## src/pmc_defines.svh

```systemverilog
// Constants for the power-mode controller: offsets, fields, resets, timing
`ifndef PMC_DEFINES_SVH
`define PMC_DEFINES_SVH

// Register indices; byte address is four times the index
`define PMC_POWER_CONTROL_IDX 8'h87
`define PMC_IRQ_STAT_IDX 8'h88
`define PMC_IRQ_MASK_IDX 8'h89
`define PMC_WAKE_CFG_IDX 8'h8A
`define PMC_STATE_IDX 8'h8B

// Power control fields
`define PMC_IDL_BIT 0
`define PMC_PD_BIT 1
`define PMC_POF_BIT 4
`define PMC_POWER_CONTROL_RST 8'h00
`define PMC_POWER_CONTROL_WMASK 8'hDF

// Interrupt status fields
`define PMC_EVT_W 4
`define PMC_EVT_IDLE_ENTER 0
`define PMC_EVT_PD_ENTER 1
`define PMC_EVT_WAKE 2
`define PMC_EVT_RESET_WAKE 3
`define PMC_IRQ_MASK_RST 4'h0

// Wake configuration fields
`define PMC_CFG_KBD_LSB 0
`define PMC_CFG_BOD_BIT 8
`define PMC_WAKE_CFG_RST 9'h000

// Timing
`define PMC_CLK_NS 100
`define PMC_OSC_STABLE_NS 100000
`define PMC_OSC_STABLE_CYC \
    ((`PMC_OSC_STABLE_NS + `PMC_CLK_NS - 1) / `PMC_CLK_NS)

`endif

```

## src/pmc_pkg.sv

```systemverilog
// Types shared by the power-mode controller
package pmc_pkg;

    typedef enum logic [2:0] {
        PMC_RUN,
        PMC_IDLE,
        PMC_PDOWN,
        PMC_OSC_WAIT,
        PMC_RELEASE
    } pmc_state_t;

    typedef struct packed {
        logic osc_en;
        logic periph_en;
        logic cpu_en;
    } pmc_clk_ctl_t;

    typedef struct packed {
        logic reset;
        logic brownout;
        logic watchdog;
        logic keyboard;
        logic ext_pin;
        logic interrupt;
    } pmc_wake_src_t;

endpackage

```

## src/pmc_power_mode_controller.sv

```systemverilog
// Power-mode controller: idle and power-down entry, wake and clock release
//
// Function
// - Clear watchdog on mode entry and wake
// - Power-down bit stops CPU and peripheral clocks
// - Power-down wake clears bit, resumes execution
// - Both bits set: power-down, no idle after
// - Idle bit stops only CPU clock
// - Idle: no fetch, state and ports held
// - Idle-bit write is last executed instruction
// - Enabled interrupt ends idle, clears idle bit
// - Non-software resets also end idle
// - Power-down stops oscillator, freezes all, holds ports
// - Power-down write is last executed instruction
// - Non-software resets release power-down; brown-out gated
// - Pin or power-on reset wake from power-down reinitialises CPU
// - Enabled external pin wakes, restarts clock
// - Brown-out, watchdog, keyboard also wake power-down
// - Keyboard wake only on edge opposite entry level
// - Power-on sets power-on flag; software clears
//
// Design decision made here: the Wishbone interface to the registers.
`timescale 1ns/100ps
`include "pmc_defines.svh"

module pmc_power_mode_controller #(
    parameter int ADDR_W = 12,
    parameter int N_IRQ = 8,
    parameter int N_EXT = 2,
    parameter int KBD_W = 8,
    parameter int OSC_STABLE_CYC = `PMC_OSC_STABLE_CYC
) (
    input wire logic clk_i,
    input wire logic rst_i,
    input wire logic ce_i,
    input wire logic wb_cyc_i,
    input wire logic wb_stb_i,
    input wire logic wb_we_i,
    input wire logic [ADDR_W-1:0] wb_adr_i,
    input wire logic [3:0] wb_sel_i,
    input wire logic [31:0] wb_dat_i,
    output logic [31:0] wb_dat_o,
    output logic wb_ack_o,
    input wire logic [N_IRQ-1:0] irq_pending_i,
    input wire logic [N_IRQ-1:0] irq_enable_i,
    input wire logic global_interrupt_enable_i,
    input wire logic [N_EXT-1:0] ext_int_n_i,
    input wire logic [N_EXT-1:0] ext_int_en_i,
    input wire logic [KBD_W-1:0] keyboard_interrupt_pin_i,
    input wire logic watchdog_irq_i,
    input wire logic brownout_irq_i,
    input wire logic por_i,
    input wire logic ext_rst_n_i,
    input wire logic watchdog_rst_i,
    input wire logic brownout_rst_i,
    input wire logic sw_rst_i,
    output pmc_pkg::pmc_clk_ctl_t clk_ctl_o,
    output logic port_hold_o,
    output logic flash_stop_o,
    output logic watchdog_counter_clr_o,
    output logic cpu_reinit_o,
    output pmc_pkg::pmc_wake_src_t wake_src_o,
    output logic baud_doubler_o,
    output logic pmc_irq_o
);
    import pmc_pkg::*;

    localparam int SYNC_W = 2 + N_EXT + KBD_W;
    // Idle pin levels, so reset release shows no false reset or pin event
    localparam logic [SYNC_W-1:0] SYNC_IDLE = {1'b0, 1'b1, {N_EXT{1'b1}},
                                               {KBD_W{1'b1}}};
    localparam int CNT_W = $clog2(OSC_STABLE_CYC + 1);

    generate
        if (ADDR_W < 10 || ADDR_W > 32 || N_IRQ < 1 || N_EXT < 1
            || KBD_W < 1 || KBD_W > 8 || OSC_STABLE_CYC < 1)
        begin : g_bad_param
            $error("pmc_power_mode_controller: unsupported parameters");
        end
    endgenerate

    // Pin synchronisers
    logic [SYNC_W-1:0] sync1_ff;
    logic [SYNC_W-1:0] sync2_ff;
    logic [KBD_W-1:0] kbd_prev_ff;
    logic [KBD_W-1:0] kbd_entry_ff;

    always_ff @(posedge clk_i)
    begin
        if (rst_i)
        begin
            sync1_ff <= SYNC_IDLE;
            sync2_ff <= SYNC_IDLE;
        end
        else if (ce_i)
        begin
            sync1_ff <= {por_i, ext_rst_n_i, ext_int_n_i,
                         keyboard_interrupt_pin_i};
            sync2_ff <= sync1_ff;
        end
    end

    logic [KBD_W-1:0] kbd_s;
    logic [N_EXT-1:0] ext_int_n_s;
    logic ext_rst_s;
    logic por_s;

    assign kbd_s = sync2_ff[KBD_W-1:0];
    assign ext_int_n_s = sync2_ff[KBD_W +: N_EXT];
    assign ext_rst_s = ~sync2_ff[KBD_W + N_EXT];
    assign por_s = sync2_ff[KBD_W + N_EXT + 1];

    // Registers
    pmc_state_t state_ff;
    pmc_state_t nxt_state;
    logic [7:0] power_control_ff;
    logic [7:0] nxt_power_control;
    logic [`PMC_EVT_W-1:0] irq_stat_ff;
    logic [`PMC_EVT_W-1:0] nxt_irq_stat;
    logic [`PMC_EVT_W-1:0] irq_mask_ff;
    logic [8:0] wake_cfg_ff;
    logic [CNT_W-1:0] osc_cnt_ff;
    logic reinit_pend_ff;
    logic ack_ff;
    logic [31:0] rdata_ff;
    pmc_clk_ctl_t clk_ctl_ff;
    logic port_hold_ff;
    logic flash_stop_ff;
    logic wdt_clr_ff;
    logic cpu_reinit_ff;
    pmc_wake_src_t wake_src_ff;
    pmc_wake_src_t nxt_wake_src;
    logic irq_ff;

    // Bus decode
    logic req;
    logic wr;
    logic [7:0] idx;
    logic idx_hit;

    assign req = wb_cyc_i & wb_stb_i & ~ack_ff;
    assign wr = req & wb_we_i;
    assign idx = wb_adr_i[9:2];
    assign idx_hit = (wb_adr_i[ADDR_W-1:10] == '0);

    logic power_control_wr;
    logic mask_wr;
    logic stat_wr;
    logic cfg_wr;

    assign power_control_wr = wr & wb_sel_i[0] & idx_hit & (idx == `PMC_POWER_CONTROL_IDX);
    assign stat_wr = wr & wb_sel_i[0] & idx_hit
                     & (idx == `PMC_IRQ_STAT_IDX);
    assign mask_wr = wr & wb_sel_i[0] & idx_hit
                     & (idx == `PMC_IRQ_MASK_IDX);
    assign cfg_wr = wr & idx_hit & (idx == `PMC_WAKE_CFG_IDX);

    // Wake conditions
    logic bod_en;
    logic [KBD_W-1:0] kbd_en;
    logic rst_wake_idle;
    logic rst_wake_pd;
    logic irq_wake;
    logic ext_wake;
    logic kbd_wake;
    logic bod_wake;
    logic idle_wake;
    logic pd_wake;

    assign bod_en = wake_cfg_ff[`PMC_CFG_BOD_BIT];
    assign kbd_en = wake_cfg_ff[`PMC_CFG_KBD_LSB +: KBD_W];
    assign rst_wake_idle = por_s | ext_rst_s | watchdog_rst_i
                           | brownout_rst_i;
    assign rst_wake_pd = por_s | ext_rst_s | watchdog_rst_i
                         | (brownout_rst_i & bod_en);
    assign irq_wake = global_interrupt_enable_i
                      & (|(irq_pending_i & irq_enable_i));
    assign ext_wake = global_interrupt_enable_i
                      & (|(~ext_int_n_s & ext_int_en_i));
    assign kbd_wake = |(kbd_en & ~(kbd_prev_ff ^ kbd_entry_ff)
                        & (kbd_s ^ kbd_entry_ff));
    assign bod_wake = brownout_irq_i & bod_en;
    assign idle_wake = rst_wake_idle | irq_wake;
    assign pd_wake = rst_wake_pd | ext_wake | kbd_wake | watchdog_irq_i
                     | bod_wake;

    // Mode sequencer
    always_comb
    begin
        nxt_state = state_ff;
        unique case (state_ff)
            PMC_RUN:
            begin
                if (power_control_wr && wb_dat_i[`PMC_PD_BIT])
                    nxt_state = PMC_PDOWN;
                else if (power_control_wr && wb_dat_i[`PMC_IDL_BIT])
                    nxt_state = PMC_IDLE;
            end
            PMC_IDLE:
            begin
                if (idle_wake)
                    nxt_state = PMC_RUN;
            end
            PMC_PDOWN:
            begin
                if (pd_wake)
                    nxt_state = PMC_OSC_WAIT;
            end
            PMC_OSC_WAIT:
            begin
                if (osc_cnt_ff == CNT_W'(1))
                    nxt_state = PMC_RELEASE;
            end
            PMC_RELEASE:
            begin
                nxt_state = PMC_RUN;
            end
            default:
            begin
                nxt_state = PMC_RUN;
            end
        endcase
    end

    always_ff @(posedge clk_i)
    begin
        if (rst_i)
            state_ff <= PMC_RUN;
        else if (ce_i)
            state_ff <= nxt_state;
    end

    // Oscillator stabilisation count
    always_ff @(posedge clk_i)
    begin
        if (rst_i)
            osc_cnt_ff <= '0;
        else if (ce_i)
        begin
            if (state_ff == PMC_PDOWN)
                osc_cnt_ff <= CNT_W'(OSC_STABLE_CYC);
            else if (state_ff == PMC_OSC_WAIT)
                osc_cnt_ff <= osc_cnt_ff - CNT_W'(1);
        end
    end

    // Keyboard entry level capture
    always_ff @(posedge clk_i)
    begin
        if (rst_i)
        begin
            kbd_prev_ff <= '1;
            kbd_entry_ff <= '1;
        end
        else if (ce_i)
        begin
            kbd_prev_ff <= kbd_s;
            if (state_ff == PMC_RUN && nxt_state == PMC_PDOWN)
                kbd_entry_ff <= kbd_s;
        end
    end

    // Power control register
    always_comb
    begin
        nxt_power_control = power_control_ff;
        if (power_control_wr)
            nxt_power_control = (wb_dat_i[7:0] & `PMC_POWER_CONTROL_WMASK)
                       | (power_control_ff & ~`PMC_POWER_CONTROL_WMASK);
        if (state_ff == PMC_IDLE && idle_wake)
            nxt_power_control[`PMC_IDL_BIT] = 1'b0;
        if (state_ff == PMC_PDOWN && pd_wake)
        begin
            nxt_power_control[`PMC_PD_BIT] = 1'b0;
            nxt_power_control[`PMC_IDL_BIT] = 1'b0;
        end
        if (por_s)
            nxt_power_control[`PMC_POF_BIT] = 1'b1;
    end

    always_ff @(posedge clk_i)
    begin
        if (rst_i)
            power_control_ff <= `PMC_POWER_CONTROL_RST;
        else if (ce_i)
            power_control_ff <= nxt_power_control;
    end

    always_ff @(posedge clk_i)
    begin
        if (rst_i)
        begin
            irq_mask_ff <= `PMC_IRQ_MASK_RST;
            wake_cfg_ff <= `PMC_WAKE_CFG_RST;
        end
        else if (ce_i)
        begin
            if (mask_wr)
                irq_mask_ff <= wb_dat_i[`PMC_EVT_W-1:0];
            if (cfg_wr && wb_sel_i[0])
                wake_cfg_ff[7:0] <= wb_dat_i[7:0];
            if (cfg_wr && wb_sel_i[1])
                wake_cfg_ff[8] <= wb_dat_i[8];
        end
    end

    // Clock and hold controls
    always_ff @(posedge clk_i)
    begin
        if (rst_i)
        begin
            clk_ctl_ff <= '{osc_en: 1'b1, periph_en: 1'b1, cpu_en: 1'b1};
            port_hold_ff <= 1'b0;
            flash_stop_ff <= 1'b0;
        end
        else if (ce_i)
        begin
            clk_ctl_ff.osc_en <= (nxt_state != PMC_PDOWN);
            clk_ctl_ff.periph_en <= (nxt_state == PMC_RUN)
                                    || (nxt_state == PMC_IDLE)
                                    || (nxt_state == PMC_RELEASE);
            clk_ctl_ff.cpu_en <= (nxt_state == PMC_RUN);
            port_hold_ff <= (nxt_state != PMC_RUN);
            flash_stop_ff <= (nxt_state == PMC_PDOWN)
                             || (nxt_state == PMC_OSC_WAIT);
        end
    end

    // Watchdog clear and restart pulses
    logic mode_enter;
    logic mode_leave;

    assign mode_enter = (state_ff == PMC_RUN) && (nxt_state != PMC_RUN);
    assign mode_leave = ((state_ff == PMC_IDLE) && (nxt_state == PMC_RUN))
                        || ((state_ff == PMC_PDOWN)
                            && (nxt_state == PMC_OSC_WAIT));

    always_ff @(posedge clk_i)
    begin
        if (rst_i)
        begin
            wdt_clr_ff <= 1'b0;
            cpu_reinit_ff <= 1'b0;
            reinit_pend_ff <= 1'b0;
        end
        else if (ce_i)
        begin
            // Watchdog clear on entry and wake
            wdt_clr_ff <= mode_enter | mode_leave;
            // Pin or power-on reset restarts CPU
            if (state_ff == PMC_PDOWN && pd_wake)
                reinit_pend_ff <= por_s | ext_rst_s;
            cpu_reinit_ff <= (state_ff == PMC_RELEASE) & reinit_pend_ff;
        end
    end

    // Wake source capture
    always_comb
    begin
        nxt_wake_src = wake_src_ff;
        if (state_ff == PMC_IDLE && idle_wake)
        begin
            nxt_wake_src = '0;
            nxt_wake_src.reset = rst_wake_idle;
            nxt_wake_src.interrupt = irq_wake;
        end
        else if (state_ff == PMC_PDOWN && pd_wake)
        begin
            nxt_wake_src = '0;
            nxt_wake_src.reset = rst_wake_pd;
            nxt_wake_src.ext_pin = ext_wake;
            nxt_wake_src.keyboard = kbd_wake;
            nxt_wake_src.watchdog = watchdog_irq_i;
            nxt_wake_src.brownout = bod_wake;
        end
    end

    always_ff @(posedge clk_i)
    begin
        if (rst_i)
            wake_src_ff <= '0;
        else if (ce_i)
            wake_src_ff <= nxt_wake_src;
    end

    // Event status, write one to clear, set wins
    logic [`PMC_EVT_W-1:0] evt;

    always_comb
    begin
        evt = '0;
        evt[`PMC_EVT_IDLE_ENTER] = (state_ff == PMC_RUN)
                                   && (nxt_state == PMC_IDLE);
        evt[`PMC_EVT_PD_ENTER] = (state_ff == PMC_RUN)
                                 && (nxt_state == PMC_PDOWN);
        evt[`PMC_EVT_WAKE] = mode_leave;
        evt[`PMC_EVT_RESET_WAKE] = mode_leave & nxt_wake_src.reset;
        nxt_irq_stat = irq_stat_ff;
        if (stat_wr)
            nxt_irq_stat = irq_stat_ff & ~wb_dat_i[`PMC_EVT_W-1:0];
        nxt_irq_stat = nxt_irq_stat | evt;
    end

    always_ff @(posedge clk_i)
    begin
        if (rst_i)
        begin
            irq_stat_ff <= '0;
            irq_ff <= 1'b0;
        end
        else if (ce_i)
        begin
            irq_stat_ff <= nxt_irq_stat;
            irq_ff <= |(nxt_irq_stat & irq_mask_ff);
        end
    end

    // Wishbone answer, one wait state, unmapped reads zero
    always_ff @(posedge clk_i)
    begin
        if (rst_i)
        begin
            ack_ff <= 1'b0;
            rdata_ff <= '0;
        end
        else if (ce_i)
        begin
            ack_ff <= req;
            if (req && !wb_we_i)
            begin
                rdata_ff <= '0;
                if (idx_hit)
                begin
                    unique case (idx)
                        `PMC_POWER_CONTROL_IDX:
                            rdata_ff[7:0] <= power_control_ff;
                        `PMC_IRQ_STAT_IDX:
                            rdata_ff[`PMC_EVT_W-1:0] <= irq_stat_ff;
                        `PMC_IRQ_MASK_IDX:
                            rdata_ff[`PMC_EVT_W-1:0] <= irq_mask_ff;
                        `PMC_WAKE_CFG_IDX:
                            rdata_ff[8:0] <= wake_cfg_ff;
                        `PMC_STATE_IDX:
                            rdata_ff[8:0] <= {wake_src_ff, state_ff};
                        default:
                            rdata_ff <= '0;
                    endcase
                end
            end
        end
    end

    assign wb_dat_o = rdata_ff;
    assign wb_ack_o = ack_ff;
    assign clk_ctl_o = clk_ctl_ff;
    assign port_hold_o = port_hold_ff;
    assign flash_stop_o = flash_stop_ff;
    assign watchdog_counter_clr_o = wdt_clr_ff;
    assign cpu_reinit_o = cpu_reinit_ff;
    assign wake_src_o = wake_src_ff;
    assign baud_doubler_o = power_control_ff[7];
    assign pmc_irq_o = irq_ff;

    // Software reset is deliberately not a wake source
    logic unused_sw_rst;
    assign unused_sw_rst = sw_rst_i;

endmodule

```

## config.mk

```make
export PLATFORM = sky130hd
export DESIGN_NAME = pmc_power_mode_controller
export DESIGN_NICKNAME = d
export VERILOG_FILES = /design/src/pmc_pkg.sv /design/src/pmc_power_mode_controller.sv
export VERILOG_INCLUDE_DIRS = /design/src
export SDC_FILE = /design/constraint.sdc
export NUM_CORES = 1
export LEC_CHECK = 0
export ABC_AREA = 1
export BUFFER_PORTS_ARGS = -buffer_cell sky130_fd_sc_hd__buf_2
export CORE_MARGIN = 2
export CORE_UTILIZATION = 45
export CTS_BUF_LIST = sky130_fd_sc_hd__clkbuf_8 sky130_fd_sc_hd__clkbuf_16
export DETAILED_ROUTE_END_ITERATION = 8
export PLACE_DENSITY = 0.71
export SETUP_SLACK_MARGIN = 0.5
export SYNTH_ARGS = -nofsm -noshare
export SYNTH_HDL_FRONTEND = slang
export SYNTH_SLANG_ARGS = --single-unit
```

## constraint.sdc

```tcl
create_clock -name clk_i -period 2.8 [get_ports clk_i]
set_clock_uncertainty 0.2 [all_clocks]
set_input_delay 0 -clock clk_i [delete_from_list [all_inputs] [get_ports clk_i]]
set_output_delay 0 -clock clk_i [all_outputs]
set_load 0.02 [all_outputs]
```

==> impl_metrics.toml, run 1 <==
[grt]
grt_pass1_wl_mm = 20.4
gr-total-overflow = 0
grt_max_degree = 57
antenna_found_initial = 0
first_global_vias = 4412
grt.total_usage_pct = 22.0

[sta]
finalSetupViolCount = 0
final.setup.tns_ns = 0
worst_pin_slew_ns = 0.677
slew-limit-headroom_pct = 54.6
max_freq_ghz = 0.462
rsz0062_at_grt = "false"
layout_min_cycle_time_ns = 2.16
hold_viol_final = 0
finalCritPeriodShare_pct = 77.3
finalMaxSlewViolations = 0

[finish]
finish.utilization_pct = 57.4
n_fill_cell = 987
drive_above_1_share_pct = 17.6
n_antenna_cell = 0
ff_latch_area_um2 = 2040
areaGrowthSynthToFinish_pct = 23.2
fin_nets = 882
multi_input_area_um2 = 2300

[power_and_ir_drop]
power.internal_mw = 2.20
swShare_pct = 27.8
power.density_nw_per_um2 = 512
sequentialPowerShare_pct = 51.2
p_sw_uw = 849
peakVddDrop_uv = 327
leakage_nw = 2.86
power_frac_clock_pct = 34.4
p_comb_share_pct = 14.4

[clocking]
clock_sinks = 102
cts_made_buffers = 9
post-cts-setup-buffers = 0
cts_root_buf = "clkbuf_8"
path_clk_slew_ns = 0.10
clkLatencyLatePin_ns = 0.37
htreeDepth = 3
cts_tree = "done"
clock_path_buffers = 2

[logic_synthesis]
synth_edf_count = 0
synth_seq_cells = 102
yosysMostFrequentCell = "nand2_1"
synth_ff_type = "dfxtp_1"
syn_inst = 668
syn_area_per_cell_um2 = 7.23
synthTopCellsByArea = "dfxtp_1, nand2_1, o21ai_0"
synth.top_cell.area_share_pct = 42.3
yosys_warnings = 0
synth_area_um2 = 4830
async_flop_share_pct = 0
synthTopCellsByCount = "nand2_1, dfxtp_1, inv_1, o21ai_0, a21oi_1"
synth.distinct_cells = 47
yosys.area.top_type = "dfxtp_1"
ys_seq_area_share_pct = 42.3

[routing]
wl_per_cell_um = 13.3
dr.pass1.iters = 5
ant_nets = 0
remaining_drc_errors = 0
drtIter0Drc = 279
vias_per_cell = 5.05
vias = 4705
drt-total-wl_mm = 12.4

[setup_path]
endpoint_kind = "flop"
crit_top_cell = "dlygate4sd3_1"
crit_slowest_cell = "dlygate4sd3_1"
critical_path.max_stage_delay_ns = 0.55
start_kind = "input pin"
required_ns = 2.92
crit_chain = "dlygate4sd3_1 > buf_2 > clkinv_1 > buf_4 > nand3_1 > dlygate4sd3_1"
critPathKind = "input pin to flop"
crit_arrival_ns = 2.28
cp_max_fo = 25

[run_status]
status = "completed"

[floorplan]
core_um2 = 10400
dieArea_um2 = 11600
fp.dieW_um = 108
die_h_um = 108
start_util_pct = 46.6
ioPinCount = 138
rows = 37

[placement]
port_buffers = 86
gp_congestion = 0.874
dp_hpwl_mm = 8.50

[min_path]
hold_class = "input pin to flop"

[job]
maxCapViolCount = 0
[registers in the layout, summed over array words and instances (netlist names), 3 cells and up]
| name | cells |
|---|---|
| clk_ctl_o | 3 |
| state_ff | 3 |
| wake_cfg_ff | 9 |
| power_control_ff | 7 |
| irq_mask_ff | 4 |
| sync1_ff | 12 |
| wb_dat_o | 9 |
| kbd_entry_ff | 8 |
| sync2_ff | 12 |
| wake_src_o | 6 |
| irq_stat_ff | 4 |
| kbd_prev_ff | 8 |
| osc_cnt_ff | 10 |
[metal layers]
metal,track usage [%],share of wire [%]
met5,0,0
met1,30.5,48
met2,34.9,44
met3,3.03,6.2
met4,7.97,2.0
[cells in the final DEF (no fill, tap or decap), drive strengths merged, types with 3 or more instances in the layout]
cell           n
nand2        164
dfxtp        102
buf           92
inv           80
o21ai         58
nor2          54
a21oi         51
dlygate4sd3   44
nand3         39
conb          23
o211ai        15
clkbuf         9
o21bai         8
nor3           8
a211oi         7
nand4          5
xor2           4
nor4           4
clkinv         3
or2            3
[cell families after synthesis]
kind of cell | count (synthesis) | synth area share (%)
AND/OR/NAND/NOR | 280 | 25.7
AO/OA/AOI/OAI | 153 | 18.7
buffers and inverters | 126 | 12.0
flip-flops | 102 | 42.3
XOR/XNOR | 4 | 0.725
adder cells (fa/ha/maj) | 2 | 0.518
other | 1 | 0.0776
[path summary, 6_finish.rpt]
check / slack (ns) / from / cells past startpoint / endpoint
max reg2reg: 0.64 / wb_ack_o / 6 / wake_cfg_ff[5]
max: 0.64 / rst_i / 6 / sync1_ff[0]
min: 0.04 / wb_adr_i[5] / 8 / wb_dat_o[4]
min reg2reg: 0.26 / sync2_ff[10] / 1 / reinit_pend_ff
[critical path, delay by kind of cell]
family | cells | cell delay, ns
buffers and inverters | 5 | 2.17
and+or+nand+nor | 1 | 0.11
[power by group through the flow]
stage / logic, mW / registers (mW) / clock network, mW
after floorplan: 0.281 / 1.60 / 0
after global placement: 0.378 / 1.59 / 0
after detailed placement: 0.387 / 1.59 / 0
after CTS: 0.432 / 1.56 / 1.07
after global routing: 0.493 / 1.57 / 1.13
final: 0.438 / 1.56 / 1.05
[repair_timing]
action / CTS / global route
hold buffers: 44 / 0
endpoints found under the hold margin: 50 / 0
endpoints found under the setup margin: 0 / 6
gates resized for setup: 0 / 2
[metrics by stage]
stage / area (µm²) / setup WS [ns] / hold WS [ns] / instances / power [mW]
finish: 5950 / 0.637 / 0.0445 / 931 / 3.05
global route: 5950 / 0.509 / 0.102 / 931 / 3.20
CTS: 5940 / 0.636 / 0.0286 / 931 / 3.06
detailed placement: 5280 / 0.690 / 0.0173 / 871 / 1.98
global placement: 5280 / 0.732 / 0.00817 / 871 / 1.97
floorplan: 4910 / 1.02 / -0.0779 / 690 / 1.88
[final cells by class]
type | count | area share [%]
Inverter | 79 | 5.03
Clock inverter | 7 | 1.70
Multi-Input combinational cell | 462 | 38.6
Sequential cell | 102 | 34.3
Tap cell | 136 | 2.86
Clock buffer | 9 | 2.08
Timing Repair Buffer | 136 | 15.4
(Power assumes the default switching activity.)
==> run 2: changes to the inputs <==
--- a/config.mk
+++ b/config.mk
@@ -6,13 +6,13 @@
 export SDC_FILE = /design/constraint.sdc
 export NUM_CORES = 1
 export LEC_CHECK = 0
-export ABC_AREA = 1
+export ABC_AREA = 0
 export BUFFER_PORTS_ARGS = -buffer_cell sky130_fd_sc_hd__buf_2
 export CORE_MARGIN = 2
 export CORE_UTILIZATION = 45
 export CTS_BUF_LIST = sky130_fd_sc_hd__clkbuf_8 sky130_fd_sc_hd__clkbuf_16
 export DETAILED_ROUTE_END_ITERATION = 8
-export PLACE_DENSITY = 0.71
+export PLACE_DENSITY = 0.73
 export SETUP_SLACK_MARGIN = 0.5
 export SYNTH_ARGS = -nofsm -noshare
 export SYNTH_HDL_FRONTEND = slang
==> constraint.sdc (replaced) <==
create_clock -name clk_i -period 1.8 [get_ports clk_i]
set_clock_uncertainty 0.2 [all_clocks]
set_input_delay 0 -clock clk_i [delete_from_list [all_inputs] [get_ports clk_i]]
set_output_delay 0 -clock clk_i [all_outputs]
set_load 0.02 [all_outputs]
==> impl_metrics.toml, run 2 <==
[sta]
finalSetupViolCount = 61
max_freq_ghz = 0.462
finalMaxSlewViolations = 0
layout_setup_ws_ns = -0.363
layout_min_cycle_time_ns = 2.16
rsz0062_at_grt = "true"
final.setup.tns_ns = -12.33
finalCritPeriodShare_pct = 120
hold_viol_final = 2
hold-worst-slack_ns = -0.0628

[clocking]
clock_path_buffers = 2
cts_made_buffers = 9
path_clk_slew_ns = 0.12
clkLatencyLatePin_ns = 0.39
clock_sinks = 102
cts_hold_buf = 32
htreeDepth = 3
cts_tree = "done"
cts_root_buf = "clkbuf_8"

[logic_synthesis]
synthTopCellsByCount = "dfxtp_1, nand2_1, mux2i_1, nor2_1, a21oi_1"
synth.top_cell.area_share_pct = 42.3
syn_inst = 545
synthTopCellsByArea = "dfxtp_1, mux2i_1, nand2_1"
synth.distinct_cells = 60
synth_area_um2 = 4830
syn_area_per_cell_um2 = 8.86
yosysMostFrequentCell = "dfxtp_1"
yosys_warnings = 0
ys_seq_area_share_pct = 42.3
synth_ff_type = "dfxtp_1"
async_flop_share_pct = 0
synth_seq_cells = 102
synth_edf_count = 0
yosys.area.top_type = "dfxtp_1"

[setup_path]
crit_arrival_ns = 2.22
required_ns = 1.86
path_buf_inv = 1
cp_max_fo = 3
crit_chain = "or3b_4 > nand2b_4 > nor4b_4 > a31oi_2 > buf_4 > o211ai_1 > a311oi_1"
path_delay_family = "simple AND/OR/NAND/NOR gates"
start_kind = "flop"
critPathKind = "flop to flop"
endpoint_kind = "flop"
critical_path.max_stage_delay_ns = 0.37
crit_slowest_cell = "or3b_4"

[floorplan]
rows = 37
fp.dieW_um = 108
ioPinCount = 138
die_h_um = 108
core_um2 = 10400
start_util_pct = 46.6
dieArea_um2 = 11600

[finish]
fin_nets = 842
final-instance-count-excl-fill = 891
drive_above_1_share_pct = 40.0
n_antenna_cell = 0
finish.utilization_pct = 69.0
final_common_cell = "dfxtp_1"
mostFrequentLayoutCells = "dfxtp_1, buf_2, buf_4, mux2i_1, nand2_1"
reg_top3 = "sync1_ff: 12 flops, sync2_ff: 12 flops, osc_cnt_ff: 10 flops"
areaGrowthSynthToFinish_pct = 48.2

[routing]
remaining_drc_errors = 0
dr.pass1.iters = 5
dr_wl_met2_mm = 7.67
drt-total-wl_mm = 15.2
wl_met1_mm = 5.93
drtIter0Drc = 349
vias = 4861
ant_nets = 0
met3_length_mm = 1.11
top_layer = "met4"
vias_per_cell = 5.46
wl_per_cell_um = 17.0

[power_and_ir_drop]
peakVddDrop_uv = 576
power.density_nw_per_um2 = 652
total_power_mw = 4.67
leakage_nw = 3.10

[grt]
first_global_vias = 4756
grt_pass1_wl_mm = 22.8
gr-total-overflow = 0
antenna_found_initial = 0
grt_max_degree = 54
grt.total_usage_pct = 25.4

[placement]
gp_congestion = 0.890
dp_hpwl_mm = 9.78
port_buffers = 86
placed_cells = 815

[min_path]
hold_class = "input pin to flop"

[run_status]
status = "complete, but fails checks"
violations = "hold timing, setup timing"

[job]
maxCapViolCount = 0
## run 2: layout make-up
class,instances,area [µm²]
Tap cell,136,170
Inverter,9,43.8
Sequential cell,102,2050
Clock buffer,9,124
Clock inverter,7,75.1
Timing Repair Buffer,224,1690
Multi-Input combinational cell,404,3000
Fill cell,743,3210
## run 2: stage by stage
step / instance area, µm² / hold slack, ns / setup slack (ns)
after floorplan: 5130 / -0.0742 / -0.275
after global placement: 5990 / 0.0154 / -0.420
after detailed placement: 5990 / 0.0187 / -0.493
after global routing: 7160 / -0.0539 / -0.440
after CTS: 6930 / -0.0996 / -0.316
final: 7160 / -0.0628 / -0.363
## run 2: worst paths after layout
check                                          startpoint       endpoint  slack, ns  cells after the start
worst max register to register               sync2_ff[10]      pmc_irq_o      -0.36                      7
worst min register to register               clk_ctl_o[1]   clk_ctl_o[1]       0.26                      2
worst min-delay path            global_interrupt_enable_i  wake_src_o[0]      -0.06                      5
worst max-delay path                         sync2_ff[10]      pmc_irq_o      -0.36                      7
## run 2: cell families after synthesis
family          Yosys count  share of synthesized area [%]
fa+ha+maj                 2                          0.518
xor+xnor                  6                           1.09
other cells               1                         0.0776
simple gates            213                           22.4
compound gates           91                           12.6
flops                   102                           42.3
buf+inv                  61                           6.63
mux                      69                           14.4
## run 2: per-layer routing
| layer | up-vias | global-route usage (%) |
|---|---|---|
| met2 | 201 | 42.9 |
| met5 | - | 0 |
| met4 | 0 | 11.7 |
| met1 | 2316 | 30.0 |
| met3 | 40 | 6.78 |
| li1 | 2304 | - |
## run 2: report_power, final
| group | total [mW] | internal, mW | switching, mW |
|---|---|---|---|
| combinational | 0.839 | 0.405 | 0.434 |
| clock | 1.45 | 0.546 | 0.904 |
| sequential | 2.38 | 2.33 | 0.0551 |
| total | 4.67 | 3.28 | 1.39 |
## run 2: timing repair
action | 4_1_cts | 5_1_grt
gates resized for setup | 66 | 48
setup buffers | 21 | 7
endpoints found under the setup margin | 69 | 88
gates cloned | 0 | 0
endpoints found under the hold margin | 78 | 2
pin swaps | 44 | 32
## run 2: worst reg2reg max path, delay by kind of cell (launching register included)
family	cells	cell delay (ns)
flops	1	0.34
simple gates	3	0.84
compound gates	3	0.47
buf+inv	1	0.17
